## config.mk

```make
export PLATFORM = sky130hd
export DESIGN_NAME = qls_serial_ctrl
export DESIGN_NICKNAME = d
export VERILOG_FILES = /design/src/rtl/qls_pkg.sv /design/src/rtl/qls_serial_ctrl.sv
export SDC_FILE = /design/constraint.sdc
export NUM_CORES = 1
export LEC_CHECK = 0
export BUFFER_PORTS_ARGS = -buffer_cell sky130_fd_sc_hd__clkbuf_2
export CELL_PAD_IN_SITES_DETAIL_PLACEMENT = 1
export CELL_PAD_IN_SITES_GLOBAL_PLACEMENT = 1
export CORE_MARGIN = 2
export CORE_UTILIZATION = 49
export DETAILED_ROUTE_END_ITERATION = 8
export PLACE_DENSITY_LB_ADDON = 0.1
export SYNTH_ARGS = -nofsm -noshare
export SYNTH_HDL_FRONTEND = slang
export SYNTH_SLANG_ARGS = --single-unit
```

## constraint.sdc

```tcl
create_clock -name clk -period 6.5 [get_ports clk]
set_input_delay 1.3 -clock clk [delete_from_list [all_inputs] [get_ports clk]]
set_output_delay 1.3 -clock clk [all_outputs]
set_load 0.05 [all_outputs]
```

## src/rtl/qls_pkg.sv

```systemverilog
// shared constants and carrier types for the quad low-side serial control
package qls_pkg;

  // ------------------------------------------------------------
  // channel count and clock
  // ------------------------------------------------------------
  localparam int NCH = 4;              // one holding bit per channel
  localparam int CLK_PERIOD_NS = 10;   // 100 MHz system clock

  // least time in ns to whole cycles, never below one cycle
  function automatic int qls_cycles(input int ns);
    int c;
    c = (ns + CLK_PERIOD_NS - 1) / CLK_PERIOD_NS;
    return (c < 1) ? 1 : c;
  endfunction

  // ------------------------------------------------------------
  // protection timing
  // ------------------------------------------------------------
  localparam int OL_DEGLITCH_NS = 15000;     // open-load qualify time
  localparam int OCP_DEGLITCH_NS = 3500;     // current limit qualify
  localparam int RETRY_NS = 1200000;         // overcurrent off time
  localparam int OL_CYC = qls_cycles(OL_DEGLITCH_NS);
  localparam int OCP_CYC = qls_cycles(OCP_DEGLITCH_NS);
  localparam int RETRY_CYC = qls_cycles(RETRY_NS);
  localparam int POR_CYC = 16;               // internal power-up hold
  localparam int DEG_W = 11;                 // deglitch counter width
  localparam int RETRY_W = 17;               // retry counter width
  localparam int POR_W = 5;                  // power-up counter width
  localparam logic [DEG_W-1:0] OL_LAST = DEG_W'(OL_CYC - 1);
  localparam logic [DEG_W-1:0] OCP_LAST = DEG_W'(OCP_CYC - 1);
  localparam logic [POR_W-1:0] POR_LAST = POR_W'(POR_CYC - 1);

  // ------------------------------------------------------------
  // register map
  // ------------------------------------------------------------
  localparam int ADDR_W = 12;
  localparam logic [ADDR_W-1:0] CTRL_OFS = 12'h000;
  localparam logic [ADDR_W-1:0] STATUS_OFS = 12'h004;
  localparam int CTRL_DRV_OFF_BIT = 0;       // forces all drivers off
  localparam int CTRL_SW_RST_BIT = 1;        // holds core logic in reset
  localparam logic [1:0] CTRL_RST_VAL = 2'h0;
  localparam int ST_OUT_LSB = 0;             // output stage bits
  localparam int ST_OL_LSB = 4;              // open-load flags
  localparam int ST_OCP_LSB = 8;             // overcurrent flags
  localparam int ST_OT_BIT = 12;             // overtemperature seen
  localparam int ST_UV_BIT = 13;             // undervoltage seen
  localparam int ST_FPIN_BIT = 14;           // shared fault wire level
  localparam logic [NCH-1:0] CHAN_RST_VAL = 4'h0;

  // ------------------------------------------------------------
  // carriers
  // ------------------------------------------------------------
  // analog comparators per channel
  typedef struct packed {
    logic [NCH-1:0] pinLow;     // pin below open-load threshold
    logic [NCH-1:0] curLimit;   // analog current limit active
  } qls_sense_type;

  // every input that arrives from outside the clock domain
  typedef struct packed {
    logic shiftClock;
    logic latchStrobe;
    logic serialIn;
    logic outputEnableN;
    logic resetPin;
    logic overTemp;
    logic underVoltage;
    logic motorSupplyOk;
    logic faultOutNIn;
    logic [NCH-1:0] pinLow;
    logic [NCH-1:0] curLimit;
  } qls_pins_type;

  localparam qls_pins_type PINS_RST_VAL = '0;

endpackage

```

## src/rtl/qls_serial_ctrl.sv

```systemverilog
// serial control and fault reporting core of a quad protected low-side driver
`timescale 1ns/1ps
`default_nettype none

module qls_serial_ctrl #(
  parameter int RetryCycles = qls_pkg::RETRY_CYC
) (
  // clock, reset, enable
  input wire logic clk,
  input wire logic rst,
  input wire logic ce,
  // register bus
  input wire logic [qls_pkg::ADDR_W-1:0] paddr,
  input wire logic psel,
  input wire logic penable,
  input wire logic pwrite,
  input wire logic [31:0] pwdata,
  output logic [31:0] prdata,
  output logic pready,
  output logic pslverr,
  // serial link pins
  input wire logic serialIn,
  input wire logic shiftClock,
  input wire logic latchStrobe,
  output logic serialOut,
  // control and supervision pins
  input wire logic outputEnableN,
  input wire logic resetPin,
  input wire logic overTemp,
  input wire logic underVoltage,
  input wire logic motorSupplyOk,
  // analog sense
  input wire qls_pkg::qls_sense_type sense,
  // drivers
  output logic [qls_pkg::NCH-1:0] driveOn,
  // open-drain fault pin
  input wire logic faultOutNIn,
  output logic faultOutNOut,
  output logic faultOutNOeN
);

  localparam logic [qls_pkg::RETRY_W-1:0] RETRY_LAST =
    qls_pkg::RETRY_W'(RetryCycles - 1);

  // ------------------------------------------------------------
  // input synchronisers
  // ------------------------------------------------------------
  qls_pkg::qls_pins_type pinsRaw;    // raw pins gathered
  qls_pkg::qls_pins_type syncA_q;    // first stage, read by syncB only
  qls_pkg::qls_pins_type syncB_q;
  qls_pkg::qls_pins_type syncC_q;
  qls_pkg::qls_pins_type pinF_q;     // filtered, stable levels
  qls_pkg::qls_pins_type pinF_d;

  assign pinsRaw = '{shiftClock: shiftClock, latchStrobe: latchStrobe,
                     serialIn: serialIn, outputEnableN: outputEnableN,
                     resetPin: resetPin, overTemp: overTemp,
                     underVoltage: underVoltage,
                     motorSupplyOk: motorSupplyOk,
                     faultOutNIn: faultOutNIn,
                     pinLow: sense.pinLow, curLimit: sense.curLimit};

  // a bit only moves once the second and third stage agree
  assign pinF_d = (~(syncB_q ^ syncC_q) & syncB_q) |
                  ((syncB_q ^ syncC_q) & pinF_q);

  // synchroniser chain, reset only by the system reset
  always_ff @(posedge clk) begin
    if (rst) begin
      syncA_q <= qls_pkg::PINS_RST_VAL;
      syncB_q <= qls_pkg::PINS_RST_VAL;
      syncC_q <= qls_pkg::PINS_RST_VAL;
      pinF_q <= qls_pkg::PINS_RST_VAL;
    end else if (ce) begin
      syncA_q <= pinsRaw;
      syncB_q <= syncA_q;
      syncC_q <= syncB_q;
      pinF_q <= pinF_d;
    end
  end

  // ------------------------------------------------------------
  // register bus slave
  // ------------------------------------------------------------
  logic [1:0] ctrl_q;           // software control bits
  logic rdy_q;                  // access phase may complete
  logic [31:0] prdata_q;
  logic [31:0] statusWord;
  logic hitCtrl;
  logic hitStatus;
  logic setupPhase;
  logic accessDone;
  logic ctrlWrite;
  logic drvOffSw;
  logic swReset;

  assign hitCtrl = (paddr == qls_pkg::CTRL_OFS);
  assign hitStatus = (paddr == qls_pkg::STATUS_OFS);
  assign setupPhase = ce & psel & ~penable;
  assign accessDone = psel & penable & pready;
  assign ctrlWrite = accessDone & pwrite & hitCtrl;
  assign drvOffSw = ctrl_q[qls_pkg::CTRL_DRV_OFF_BIT];
  assign swReset = ctrl_q[qls_pkg::CTRL_SW_RST_BIT];
  // ready only after the data was sampled in the setup cycle
  assign pready = ce & rdy_q;
  // unmapped addresses answer with an error, writes there are dropped
  assign pslverr = accessDone & ~(hitCtrl | hitStatus);
  assign prdata = prdata_q;

  // bus registers live outside the core reset so software stays in charge
  always_ff @(posedge clk) begin
    if (rst) begin
      ctrl_q <= qls_pkg::CTRL_RST_VAL;
      rdy_q <= 1'b0;
      prdata_q <= 32'h0;
    end else if (ce) begin
      if (ctrlWrite) begin
        ctrl_q <= pwdata[1:0];
      end
      if (setupPhase) begin
        rdy_q <= 1'b1;
        prdata_q <= hitCtrl ? {30'h0, ctrl_q} :
                    (hitStatus ? statusWord : 32'h0);
      end else if (accessDone) begin
        rdy_q <= 1'b0;
      end
    end
  end

  // ------------------------------------------------------------
  // core reset sources
  // ------------------------------------------------------------
  logic [qls_pkg::POR_W-1:0] porCnt_q;
  logic porBusy;
  logic intRst;

  assign porBusy = (porCnt_q != qls_pkg::POR_LAST);
  // supply loss and undervoltage behave as a held reset
  assign intRst = rst | porBusy | pinF_q.resetPin |
                  pinF_q.underVoltage | ~pinF_q.motorSupplyOk |
                  swReset;

  // power-up hold so no reset pulse is needed from the host
  always_ff @(posedge clk) begin
    if (rst) begin
      porCnt_q <= '0;
    end else if (ce && porBusy) begin
      porCnt_q <= porCnt_q + 5'h1;
    end
  end

  // ------------------------------------------------------------
  // edge detection on the link
  // ------------------------------------------------------------
  logic sclkPrev_q;
  logic latchPrev_q;
  logic sclkRise;
  logic sclkFall;
  logic latchRise;
  logic latchHigh;

  assign latchHigh = pinF_q.latchStrobe;
  assign sclkRise = pinF_q.shiftClock & ~sclkPrev_q;
  assign sclkFall = ~pinF_q.shiftClock & sclkPrev_q;
  assign latchRise = latchHigh & ~latchPrev_q;

  // previous levels, tracked even in core reset to avoid false edges
  always_ff @(posedge clk) begin
    if (rst) begin
      sclkPrev_q <= 1'b0;
      latchPrev_q <= 1'b0;
    end else if (ce) begin
      sclkPrev_q <= pinF_q.shiftClock;
      latchPrev_q <= latchHigh;
    end
  end

  // ------------------------------------------------------------
  // holding shift register and output stage
  // ------------------------------------------------------------
  logic [qls_pkg::NCH-1:0] shift_q;    // holding register, bit3 leaves
  logic [qls_pkg::NCH-1:0] shift_d;
  logic [qls_pkg::NCH-1:0] out_q;      // output stage
  logic capPend_q;                     // fault capture still owed
  logic capPend_d;
  logic [qls_pkg::NCH-1:0] faultBits;
  logic capArm;

  assign capArm = capPend_q | latchRise;

  // shift in on rising edges while latch low, fault read on falling
  always_comb begin
    shift_d = shift_q;
    capPend_d = capPend_q;
    if (latchRise) begin
      capPend_d = 1'b1;
    end
    if (sclkRise && !latchHigh) begin
      shift_d = {shift_q[2:0], pinF_q.serialIn};
    end else if (sclkFall && latchHigh) begin
      if (capArm) begin
        shift_d = faultBits;
        capPend_d = 1'b0;
      end else begin
        shift_d = {shift_q[2:0], pinF_q.serialIn};
      end
    end
    if (!latchHigh) begin
      capPend_d = 1'b0;
    end
  end

  // serial state, cleared by every core reset source
  always_ff @(posedge clk) begin
    if (intRst) begin
      shift_q <= qls_pkg::CHAN_RST_VAL;
      out_q <= qls_pkg::CHAN_RST_VAL;
      capPend_q <= 1'b0;
    end else if (ce) begin
      shift_q <= shift_d;
      capPend_q <= capPend_d;
      if (latchRise) begin
        out_q <= shift_q;
      end
    end
  end

  // a register stage, so a chained part sees a clean level
  assign serialOut = shift_q[qls_pkg::NCH-1];

  // ------------------------------------------------------------
  // per-channel protection
  // ------------------------------------------------------------
  logic [qls_pkg::NCH-1:0][qls_pkg::DEG_W-1:0] olCnt_q;
  logic [qls_pkg::NCH-1:0][qls_pkg::DEG_W-1:0] olCnt_d;
  logic [qls_pkg::NCH-1:0][qls_pkg::DEG_W-1:0] ocpCnt_q;
  logic [qls_pkg::NCH-1:0][qls_pkg::DEG_W-1:0] ocpCnt_d;
  logic [qls_pkg::NCH-1:0][qls_pkg::RETRY_W-1:0] retryCnt_q;
  logic [qls_pkg::NCH-1:0][qls_pkg::RETRY_W-1:0] retryCnt_d;
  logic [qls_pkg::NCH-1:0] olFlag_q;
  logic [qls_pkg::NCH-1:0] olFlag_d;
  logic [qls_pkg::NCH-1:0] ocpFlag_q;
  logic [qls_pkg::NCH-1:0] ocpFlag_d;
  logic [qls_pkg::NCH-1:0] driveW;     // driver request this cycle
  logic [qls_pkg::NCH-1:0] driveOn_q;
  logic [qls_pkg::NCH-1:0] olSet;
  logic [qls_pkg::NCH-1:0] ocpSet;
  logic [qls_pkg::NCH-1:0] retryDone;
  logic globalOff;

  // enable pin, overtemperature and software gate all channels
  assign globalOff = pinF_q.outputEnableN | pinF_q.overTemp |
                     drvOffSw;
  assign driveW = out_q & ~ocpFlag_q & {qls_pkg::NCH{~globalOff}};
  assign faultBits = ocpFlag_q | olFlag_q;

  // deglitch and retry timers; a set always beats a clear
  always_comb begin
    for (int i = 0; i < qls_pkg::NCH; i++) begin
      olCnt_d[i] = '0;
      ocpCnt_d[i] = '0;
      retryCnt_d[i] = '0;
      // only counted while the control bit is off, so no fight with clear
      olSet[i] = ~out_q[i] & pinF_q.pinLow[i] &
                 (olCnt_q[i] == qls_pkg::OL_LAST);
      if (!out_q[i] && pinF_q.pinLow[i] && !olSet[i]) begin
        olCnt_d[i] = olCnt_q[i] + 11'h1;
      end
      ocpSet[i] = driveW[i] & pinF_q.curLimit[i] &
                  (ocpCnt_q[i] == qls_pkg::OCP_LAST);
      if (driveW[i] && pinF_q.curLimit[i] && !ocpSet[i]) begin
        ocpCnt_d[i] = ocpCnt_q[i] + 11'h1;
      end
      retryDone[i] = ocpFlag_q[i] & (retryCnt_q[i] == RETRY_LAST);
      if (ocpFlag_q[i] && !retryDone[i]) begin
        retryCnt_d[i] = retryCnt_q[i] + 17'h1;
      end
      if (olSet[i]) begin
        olFlag_d[i] = 1'b1;
      end else if (out_q[i]) begin
        olFlag_d[i] = 1'b0;
      end else begin
        olFlag_d[i] = olFlag_q[i];
      end
      if (ocpSet[i]) begin
        ocpFlag_d[i] = 1'b1;
      end else if (!out_q[i] || retryDone[i]) begin
        ocpFlag_d[i] = 1'b0;
      end else begin
        ocpFlag_d[i] = ocpFlag_q[i];
      end
    end
  end

  // protection state registers
  always_ff @(posedge clk) begin
    if (intRst) begin
      olCnt_q <= '0;
      ocpCnt_q <= '0;
      retryCnt_q <= '0;
      olFlag_q <= qls_pkg::CHAN_RST_VAL;
      ocpFlag_q <= qls_pkg::CHAN_RST_VAL;
      driveOn_q <= qls_pkg::CHAN_RST_VAL;
    end else if (ce) begin
      olCnt_q <= olCnt_d;
      ocpCnt_q <= ocpCnt_d;
      retryCnt_q <= retryCnt_d;
      olFlag_q <= olFlag_d;
      ocpFlag_q <= ocpFlag_d;
      driveOn_q <= driveW;
    end
  end

  assign driveOn = driveOn_q;

  // ------------------------------------------------------------
  // fault pin and status
  // ------------------------------------------------------------
  logic faultOeN_q;

  // open drain: released (enable high) when nothing is wrong
  always_ff @(posedge clk) begin
    if (rst) begin
      faultOeN_q <= 1'b1;
    end else if (ce) begin
      faultOeN_q <= ~((|faultBits) | pinF_q.overTemp);
    end
  end

  assign faultOutNOut = 1'b0;
  assign faultOutNOeN = faultOeN_q;

  // status word gathers the live core state
  always_comb begin
    statusWord = 32'h0;
    statusWord[qls_pkg::ST_OUT_LSB +: qls_pkg::NCH] = out_q;
    statusWord[qls_pkg::ST_OL_LSB +: qls_pkg::NCH] = olFlag_q;
    statusWord[qls_pkg::ST_OCP_LSB +: qls_pkg::NCH] = ocpFlag_q;
    statusWord[qls_pkg::ST_OT_BIT] = pinF_q.overTemp;
    statusWord[qls_pkg::ST_UV_BIT] = pinF_q.underVoltage;
    statusWord[qls_pkg::ST_FPIN_BIT] = pinF_q.faultOutNIn;
  end
endmodule

`default_nettype wire

```

# ---- Word-level counts from Yosys, hierarchy flattened
# Index checks and enable logic that the tools add are counted.
dict set report classes {
  addsub 13
  n_eq_ne 14
  muxes 40
  bitwise 62
  reduce_logical 69
}
# op count
set ops {}
lappend ops {{11-bit by 1-bit adder with 11-bit output (second input constant)} 8}
lappend ops {{11-bit 2-to-1 mux} 8}
lappend ops {{17-bit by 1-bit adder with 17-bit output (second input constant)} 4}
lappend ops {{17-bit == test (second input constant)} 4}
lappend ops {{17-bit 2-to-1 mux} 4}
lappend ops {{11-bit == test (second input constant)} 4}
lappend ops {{11-bit by 9-bit == test with 1-bit output (second input constant)} 4}
lappend ops {{17-bit AND} 2}
lappend ops {{1-bit AND} 31}
lappend ops {{15-bit 2-to-1 mux} 2}
lappend ops {{2-bit AND reduction} 13}
lappend ops {{1-bit logical AND} 23}
lappend ops {{1-bit 2-to-1 mux} 23}
lappend ops {{2-bit nonzero test} 10}
lappend ops {{1-bit zero test} 17}
lappend ops {{17-bit NOT} 1}
lappend ops {{17-bit OR} 1}
lappend ops {{17-bit XOR} 1}
lappend ops {{12-bit by 3-bit == test with 1-bit output (second input constant)} 1}
lappend ops {{12-bit zero test} 1}
lappend ops {{4-bit 2-to-1 mux} 3}
lappend ops {{1-bit NOT} 12}
lappend ops {{1-bit OR} 10}
lappend ops {{4-bit AND} 2}
lappend ops {{6 further kinds} 9}
dict set report word_totals {
  reg_bits 288
  output_inout_bits 41
  wordCells 273
}

# ---- Depth between registers and ports, before layout
# Gate-level depths: netlist of the first run.
dict set report depth {
  word_depth 9
  depth_mapped 10
  mapped_depth_nobuf 8
}

# ---- Least setup slack after synthesis of the first run
# OpenSTA, ideal clock, no wires.
dict set report synth_timing {
  path_type {input to output}
  start {input ce}
  end {output pready}
  t_arrival_ps 2642
  t_required_ps 5200
  path_slack_ps 2558
  stages 5
  cell_sequence {buf_2 -> buf_2 -> clkbuf_1 -> clkbuf_1 -> and2_1}
}
dict set report synth_via {
  elab_chain_len 1
}
# element line
set synth_lines {}
lappend synth_lines {{start: declaration} qls_serial_ctrl.sv:11} ;# input wire logic ce,
lappend synth_lines {{1-bit AND} qls_serial_ctrl.sv:105} ;# assign pready = ce & rdy_q;
lappend synth_lines {{end: declaration} qls_serial_ctrl.sv:19} ;# output logic pready,
# No other way between the ends.

# ---- Worst setup path after layout of the first run
dict set report layout_timing {
  start {input ce}
  end {output pslverr}
}
dict set report layout_via {
  elab_chain_len 3
}
# element line
set layout_lines {}
lappend layout_lines {{1-bit AND} qls_serial_ctrl.sv:105}
lappend layout_lines {{1-bit AND} qls_serial_ctrl.sv:100} ;# assign accessDone = psel & penable & pready;
lappend layout_lines {{1-bit AND} qls_serial_ctrl.sv:107} ;# assign pslverr = accessDone & ~(hitCtrl | hitStatus);
lappend layout_lines {{end: declaration} qls_serial_ctrl.sv:20} ;# output logic pslverr,
# No other way between the ends.

==> results of run 1 <==
## Yosys cell counts, types with 2 or more instances
cell type / instances
sky130_fd_sc_hd__dfxtp_1: 271
sky130_fd_sc_hd__nor2_1: 269
sky130_fd_sc_hd__nand2_1: 115
sky130_fd_sc_hd__xor2_1: 73
sky130_fd_sc_hd__xnor2_1: 60
sky130_fd_sc_hd__nand3_1: 59
sky130_fd_sc_hd__mux2i_1: 58
sky130_fd_sc_hd__a21oi_1: 50
sky130_fd_sc_hd__nand4_1: 50
sky130_fd_sc_hd__clkbuf_1: 29
sky130_fd_sc_hd__o21ai_0: 28
sky130_fd_sc_hd__and3_1: 26
sky130_fd_sc_hd__inv_1: 21
sky130_fd_sc_hd__buf_4: 20
sky130_fd_sc_hd__a21o_1: 18
sky130_fd_sc_hd__a22oi_1: 18
sky130_fd_sc_hd__buf_2: 18
sky130_fd_sc_hd__ha_1: 18
sky130_fd_sc_hd__nor4_1: 14
sky130_fd_sc_hd__nor3_1: 13
sky130_fd_sc_hd__nor2b_1: 11
sky130_fd_sc_hd__a211oi_1: 8
sky130_fd_sc_hd__nand2b_1: 8
sky130_fd_sc_hd__and4_1: 7
sky130_fd_sc_hd__nor4bb_1: 7
sky130_fd_sc_hd__a31oi_1: 6
sky130_fd_sc_hd__a211o_1: 4
sky130_fd_sc_hd__nand4b_1: 4
sky130_fd_sc_hd__nand3b_1: 3
sky130_fd_sc_hd__nand4bb_1: 3
sky130_fd_sc_hd__nor3b_1: 3
sky130_fd_sc_hd__or3_1: 3
sky130_fd_sc_hd__or4b_1: 3
sky130_fd_sc_hd__and2_1: 2
sky130_fd_sc_hd__and4b_1: 2
sky130_fd_sc_hd__nor3_2: 2
sky130_fd_sc_hd__o211ai_1: 2
sky130_fd_sc_hd__o21ai_1: 2
sky130_fd_sc_hd__o21ai_2: 2
sky130_fd_sc_hd__o22ai_1: 2
sky130_fd_sc_hd__or2_2: 2
## metal layers
| metal | routed length (um) | part of all wire | up-vias | track usage |
|---|---|---|---|---|
| met4 | 458 | 0.017 | 0 | 0.0421 |
| met3 | 711 | 0.027 | 32 | 0.0280 |
| li1 | - | - | 4638 | - |
| met1 | 12400 | 0.46 | 4504 | 0.274 |
| met2 | 13200 | 0.49 | 95 | 0.380 |
| met5 | 0 | 0 | - | 0 |
## critical path: cells and delay by family
kind          cells  cell delay [ns]
buf+inv           2             0.73
simple gates      2             0.39
## worst min-delay path by stage
| stage | slack (ns) | cells past startpoint | to | start |
|---|---|---|---|---|
| after detailed placement | 0.47 | 2 | shift_q[0] | shift_q[0] |
| after global placement | 0.46 | 2 | shift_q[3] | shift_q[3] |
| after CTS | 0.47 | 2 | shift_q[0] | shift_q[0] |
| after global routing | 0.49 | 2 | shift_q[1] | shift_q[1] |
| final | 0.47 | 2 | shift_q[0] | shift_q[0] |
| after floorplan | 0.44 | 2 | retryCnt_q[34] | retryCnt_q[34] |
## cell type report
class	instances	area, sq um	area share
repair buffers	64	342	0.0261
well taps	319	399	0.0305
clock buffers	38	820	0.0625
multi-input cells	992	5930	0.453
flip-flops and latches	271	5430	0.414
inverters	21	78.8	0.00602
clock inverters	13	109	0.00831
## flip-flops by register name, indices dropped and copies added (netlist names), 5 cells and up, named ones only
signal	cells
porCnt_q	5
retryCnt_q	68
prdata	15
syncC_q	17
ocpCnt_q	44
olCnt_q	44
syncA_q	17
syncB_q	17
## cell families after synthesis
logic type | after synthesis
AOI/OAI and AO/OA | 149
xor gates and xnor gates | 133
adders and majority gates | 18
buffers and inverters | 90
DFF | 271
muxes | 58
other | 1
and+or+nand+nor | 616
## power breakdown
part           switching [mW]  internal, mW
Clock                   0.668         0.926
Sequential             0.0106          1.68
Combinational          0.0771        0.0325
Total                   0.755          2.63
## metrics by stage
stage,setup slack [ns],cell area [sq um],util,power [mW]
2_1_floorplan,2.56,11800,-,1.81
3_3_place_gp,2.64,12200,0.519,1.83
3_5_place_dp,2.58,12200,0.519,1.83
4_1_cts,2.72,13100,0.558,3.43
5_1_grt,2.58,13100,0.558,3.51
6_report,2.76,13100,0.558,3.39
==> results_dict.tcl, run 1 <==
set metrics [dict create \
    die_area_sq_um 25200 \
    setup_repair_after_global_routing_missed_its_margin "no" \
    postCtsHoldBufs 0 \
    gp_congestion 0.765 \
    synthesis.instances 1336 \
    cts_resized 0 \
    run_status "complete, no violations" \
    die_width_um 159 \
    worst-r2r-cell-count 8 \
    synth.avg_cell_area_sq_um 8.78 \
    worst_setup_path_endpoint "pslverr" \
    irDropWorstVdd_uv 262 \
    num-nets-final 1464 \
    tritoncts_clock_tree "done" \
    cpMaxStageDelayCell "sky130_fd_sc_hd__buf_6" \
    fp.dieH_um 159 \
    worstPathArrival_ns 2.44 \
    data_required_time_at_the_worst_endpoint_ns 5.20 \
    clkTransAtPathRegs_ns 0.06 \
    yosys.area.top_type_share 0.462 \
    synthFlopType "sky130_fd_sc_hd__dfxtp_1" \
    synth.cell_area_sq_um 11700 \
    setup.reg_to_reg.worst_slack_ns 3.82 \
    slew_headroom 0.361 \
    antenna_found_initial 0 \
    cap_violations 0 \
    setup.worst_path.end_class "output pin" \
    clock_tree_buf_depth 3 \
    post_detailed_route_count_of_antenna_violating_nets 0 \
    ys_warn_count 0 \
    globalRouteTotalUtil 0.212 \
    row_count 56 \
    cts_buf_count 29 \
    routed-via-count 9269 \
    fillers 2757 \
    synth-seq-area-share 0.462 \
    flow.area_growth_from_synthesis_pct 11.7 \
    drc 0 \
    final.setup_skew_ns 0.0137 \
    leakagePower_nw 4.75 \
    ys_top_cells_by_area "sky130_fd_sc_hd__dfxtp_1 46%, sky130_fd_sc_hd__nor2_1 8.6%, sky130_fd_sc_hd__xor2_1 5.4%, sky130_fd_sc_hd__mux2i_1 4.9%, sky130_fd_sc_hd__xnor2_1 4.5%" \
    hold_viol_final 0 \
    worstReg2RegEnd "retryCnt_q[49]" \
    ios 108 \
    share_of_layout_cells_above_drive_strength_1 0.0915 \
    finalWirelength_um 26800 \
    layout.cells.most_common_list "271 x sky130_fd_sc_hd__dfxtp_1, 269 x sky130_fd_sc_hd__nor2_1, 115 x sky130_fd_sc_hd__nand2_1, 73 x sky130_fd_sc_hd__xor2_1, 60 x sky130_fd_sc_hd__xnor2_1" \
    drt-initial-drc-count 334 \
    synth_cell_types 63 \
    routedWlPerCell_um 15.6 \
    synth-seq-cells 271 \
    p_per_area_nw_per_um2 259 \
    grt_pass1_wl_um 45800 \
    r2r_start "porCnt_q[0]" \
    critical_path_start "ce" \
    synth.area.mux_share 0.0495 \
    crit_chain "buf_6 > nand4_1 > nor2_1 > clkbuf_2" \
    tightestPinTransition_ns 0.959 \
    timing_max_transition_violations_final 0 \
    leading_cell_type_in_the_layout_fill_and_taps_excluded "sky130_fd_sc_hd__dfxtp_1" \
    hold_removal_path_class "reg -> reg" \
    max_freq_ghz 0.268 \
    setup-tns-final_ns 0 \
    cts_setup_buffers 0 \
    iteration_count_of_the_initial_detailed_routing_pass 4 \
    synth_xor_xnor_area_share 0.0993 \
    placed_cells 1667 \
    routed_via_density 5.40 \
    yosysTopAreaCell "sky130_fd_sc_hd__dfxtp_1" \
    adder_cell_share_of_the_synthesized_area 0.0192 \
    portBuffers 59 \
    crit_path_kind "in -> out" \
    max_stage_delay_ns 0.44 \
    timing.hold.ws_ns 0.470 \
    globalRouteOverflowTotal 0 \
    crit_fanout 82 \
    detailedPlacementHpwl_um 18000 \
    grt_start_max_net_pins 96 \
    clock_latency_ns 0.56 \
    crit_path_start_kind "input pin" \
    ys_async_sr_fraction 0 \
    period_share 0.575 \
    timing.final.crit_period_ns 3.74 \
    post_synth_and_or_nand_nor_area_fraction 0.251 \
    setup_viol_count_final 0 \
    final_cell_count_no_fill 1718 \
    synth-compound-area-share 0.0805 \
    first_global_vias 9453 \
    cts_htree_levels 1 \
    count_of_flip_flops_with_a_built_in_enable_after_synthesis 0 \
    clock-sinks 271 \
    coreArea_sq_um 23500 \
    effective_utilization_at_floorplan 0.500 \
    root_buffer "sky130_fd_sc_hd__clkbuf_16" \
    largest_family_of_logic_cells_by_synthesized_area "simple AND/OR/NAND/NOR gates" \
    num_antenna_cells 0 \
]
No activity file was read; power rests on OpenSTA's default activity.
==> run 2: changes to the inputs <==
--- a/config.mk
+++ b/config.mk
@@ -5,11 +5,12 @@
 export SDC_FILE = /design/constraint.sdc
 export NUM_CORES = 1
 export LEC_CHECK = 0
+export ABC_AREA = 1
 export BUFFER_PORTS_ARGS = -buffer_cell sky130_fd_sc_hd__clkbuf_2
 export CELL_PAD_IN_SITES_DETAIL_PLACEMENT = 1
 export CELL_PAD_IN_SITES_GLOBAL_PLACEMENT = 1
 export CORE_MARGIN = 2
-export CORE_UTILIZATION = 49
+export CORE_UTILIZATION = 39
 export DETAILED_ROUTE_END_ITERATION = 8
 export PLACE_DENSITY_LB_ADDON = 0.1
 export SYNTH_ARGS = -nofsm -noshare
==> constraint.sdc (replaced) <==
create_clock -name clk -period 3.4 [get_ports clk]
set_input_delay 0.68 -clock clk [delete_from_list [all_inputs] [get_ports clk]]
set_output_delay 0.68 -clock clk [all_outputs]
set_load 0.05 [all_outputs]
==> run 2 against run 1 <==
Die area grew 30%. Total power up 110%. Critical endpoint unchanged. Via count grew 15%. Highest routed layer unchanged. Critical path depth increased by 2. Global-route usage decreased by 3.0 points. Clock power rose by 130%. Clock skew down 0.0023 ns. Sequential power up 92%. Area after synthesis grew 4.5%.
==> results_dict.tcl, run 2 <==
set metrics [dict create \
    routed_via_density 4.94 \
    routed-via-count 10700 \
    slew_headroom 0.524 \
    whs_path_depth 3 \
    synthesis.instances 1693 \
    ios 108 \
    yosysTopAreaCell "sky130_fd_sc_hd__dfxtp_1" \
    synth-seq-area-share 0.442 \
    setup_repair_after_global_routing_missed_its_margin "no" \
    finalPower_mw 7.08 \
    yosysMostFrequentCell "sky130_fd_sc_hd__nor2_1" \
    layout.cells.most_common_list "325 x sky130_fd_sc_hd__nor2_1, 301 x sky130_fd_sc_hd__nand2_1, 271 x sky130_fd_sc_hd__dfxtp_1, 173 x sky130_fd_sc_hd__inv_1, 129 x sky130_fd_sc_hd__nand3_1" \
    flow.area_growth_from_synthesis_pct 13.6 \
    registers.top_by_ff_count "retryCnt_q" \
    crit_path_kind "in -> out" \
    leakagePower_nw 5.21 \
    drc 0 \
    ys_warn_count 0 \
    ys_async_sr_fraction 0 \
    hold_removal_path_class "in -> reg" \
    r2r_start "porCnt_q[1]" \
    coreArea_sq_um 30700 \
    timing.final.crit_period_ns 2.49 \
    run_status "complete, no violations" \
    p_per_area_nw_per_um2 508 \
    first_global_vias 10700 \
    finish.utilization 0.453 \
    synth.avg_cell_area_sq_um 7.24 \
    final_cell_count_no_fill 2161 \
    synth.cell_area_sq_um 12300 \
    cts_htree_levels 2 \
    timing_max_transition_violations_final 0 \
    routedWlPerCell_um 13.7 \
    synthFlopType "sky130_fd_sc_hd__dfxtp_1" \
    setup-tns-final_ns 0 \
    crit_fanout 13 \
    leading_cell_type_in_the_layout_fill_and_taps_excluded "sky130_fd_sc_hd__nor2_1" \
    setup.worst_path.end_class "output pin" \
    count_of_flip_flops_with_a_built_in_enable_after_synthesis 0 \
    share_of_layout_cells_above_drive_strength_1 0.0793 \
    root_buffer "sky130_fd_sc_hd__clkbuf_16" \
    final.setup_skew_ns 0.0114 \
    tightestPinTransition_ns 0.713 \
    detailedPlacementHpwl_um 20300 \
    antenna_found_initial 0 \
    globalRouteOverflowTotal 0 \
    data_required_time_at_the_worst_endpoint_ns 2.72 \
    timing.hold.ws_ns 0.399 \
    postCtsHoldBufs 0 \
    ys_top_cells_by_area "sky130_fd_sc_hd__dfxtp_1 44%, sky130_fd_sc_hd__nor2_1 9.9%, sky130_fd_sc_hd__nand2_1 9.2%, sky130_fd_sc_hd__inv_1 5.3%, sky130_fd_sc_hd__nand3_1 5.3%" \
    iteration_count_of_the_initial_detailed_routing_pass 4 \
    die_width_um 181 \
    max_freq_ghz 0.402 \
    synth-seq-cells 271 \
    synth_cell_types 39 \
    portBuffers 59 \
    launch_instance_of_the_worst_min_delay_path "serialIn" \
    yosys.area.top_type_share 0.442 \
    num_antenna_cells 0 \
    crit_path_start_kind "input pin" \
    globalRouteTotalUtil 0.182 \
    cpMaxStageDelayCell "sky130_fd_sc_hd__clkbuf_2" \
    critical_path_start "ce" \
    grt_pass1_wl_um 50700 \
    worst_path_bufs_invs 3 \
    worstPathArrival_ns 1.81 \
    finalWirelength_um 29600 \
    critical-path-top-delay-family "buffers and inverters" \
    worst_setup_path_endpoint "pslverr" \
    num-nets-final 1828 \
    cap_violations 0 \
    cts_setup_buffers 0 \
    setup_viol_count_final 0 \
    synthTopCellsByCount "325 x sky130_fd_sc_hd__nor2_1, 301 x sky130_fd_sc_hd__nand2_1, 271 x sky130_fd_sc_hd__dfxtp_1, 173 x sky130_fd_sc_hd__inv_1, 129 x sky130_fd_sc_hd__nand3_1" \
    cts_buf_count 34 \
    row_count 64 \
    setup.reg_to_reg.worst_slack_ns 1.08 \
    post_detailed_route_count_of_antenna_violating_nets 0 \
    effective_utilization_at_floorplan 0.399 \
    largest_register_ffs 68 \
    clkTransAtPathRegs_ns 0.05 \
    clock-sinks 271 \
    period_share 0.732 \
    worstReg2RegEnd "retryCnt_q[0]" \
    gp_congestion 0.792 \
    drt-initial-drc-count 290 \
    grt_start_max_net_pins 61 \
    tritoncts_clock_tree "done" \
    cts_resized 0 \
    irDropWorstVdd_uv 371 \
    die_area_sq_um 32900 \
    cp.depth 6 \
    clock_latency_ns 0.50 \
    placed_cells 2103 \
    crit_chain "buf_4 > nand2_1 > inv_1 > nand3_1 > a211oi_1 > clkbuf_2" \
    hold_viol_final 0 \
    reg.largest.list "retryCnt_q (68), ocpCnt_q (44), olCnt_q (44)" \
    max_stage_delay_ns 0.34 \
    clock_tree_buf_depth 3 \
    worst-r2r-cell-count 9 \
    fp.dieH_um 181 \
]
[run 2: cell types whose count changed after synthesis, moves of 18 or more]
cell / previous run / this run
sky130_fd_sc_hd__xnor2_1: 60 / 32
sky130_fd_sc_hd__a22oi_1: 18 / 0
sky130_fd_sc_hd__inv_1: 21 / 173
sky130_fd_sc_hd__nand4_1: 50 / 25
sky130_fd_sc_hd__nor2_1: 269 / 325
sky130_fd_sc_hd__mux2i_1: 58 / 5
sky130_fd_sc_hd__and3_1: 26 / 0
sky130_fd_sc_hd__o21ai_0: 28 / 104
sky130_fd_sc_hd__nand2_1: 115 / 301
sky130_fd_sc_hd__a21oi_1: 50 / 97
sky130_fd_sc_hd__nand3_1: 59 / 129
sky130_fd_sc_hd__xor2_1: 73 / 50
[run 2: layout make-up]
type / count / area, sq um
Sequential cell: 271 / 5430
Inverter: 176 / 664
Tap cell: 396 / 495
Clock buffer: 52 / 1000
Multi-Input combinational cell: 1189 / 5810
Timing Repair Buffer: 71 / 425
Fill cell: 3960 / 16800
Clock inverter: 6 / 109
[run 2: worst min-delay path by stage]
stage                  endpoint  slack [ns]
floorplan             capPend_q        0.44
global placement      capPend_q        0.45
detailed placement         flop        0.46
CTS                 syncA_q[14]        0.39
global route        syncA_q[13]        0.41
finish              syncA_q[14]        0.40
[run 2: stage by stage]
step,setup slack [ns],cell area [sq um]
after floorplan,0.0127,12300
after global placement,0.795,12800
after detailed placement,0.752,12800
after CTS,0.937,13900
after global routing,0.781,13900
final,0.911,13900
[run 2: report_power, final]
part | switching (mW) | internal [mW] | total, mW | leakage (nW)
combinational | 0.189 | 0.0694 | 0.259 | 2.47
clock | 1.33 | 2.24 | 3.58 | 0.542
sequential | 0.0225 | 3.23 | 3.25 | 2.20
total | 1.54 | 5.54 | 7.08 | 5.21
[run 2: tightest hold or removal path, stage by stage]
cell,delay (ns)
sky130_fd_sc_hd__clkbuf_2,0.07
sky130_fd_sc_hd__nor2_1,0.03
sky130_fd_sc_hd__nor2_1,0.08
[run 2: metal layers]
metal  routed length (um)  GRT usage  vias to the layer above  part of all wire
li1                     -          -                     5504                 -
met1                14200      0.240                     5010              0.48
met2                13700      0.310                      115              0.46
met3                  933     0.0256                       52             0.032
met4                  723     0.0520                        0             0.024
met5                    0          0                        -                 0
[run 2: logic make-up after synthesis]
| logic type | Yosys count | share of synthesized area |
|---|---|---|
| and+or+nand+nor | 831 | 0.283 |
| DFF | 271 | 0.442 |
| buffers and inverters | 250 | 0.0889 |
| AOI/OAI and AO/OA | 235 | 0.104 |
| xor gates and xnor gates | 82 | 0.0586 |
| adders and majority gates | 18 | 0.0184 |
| muxes | 5 | 0.00408 |
| other | 1 | 0.000306 |
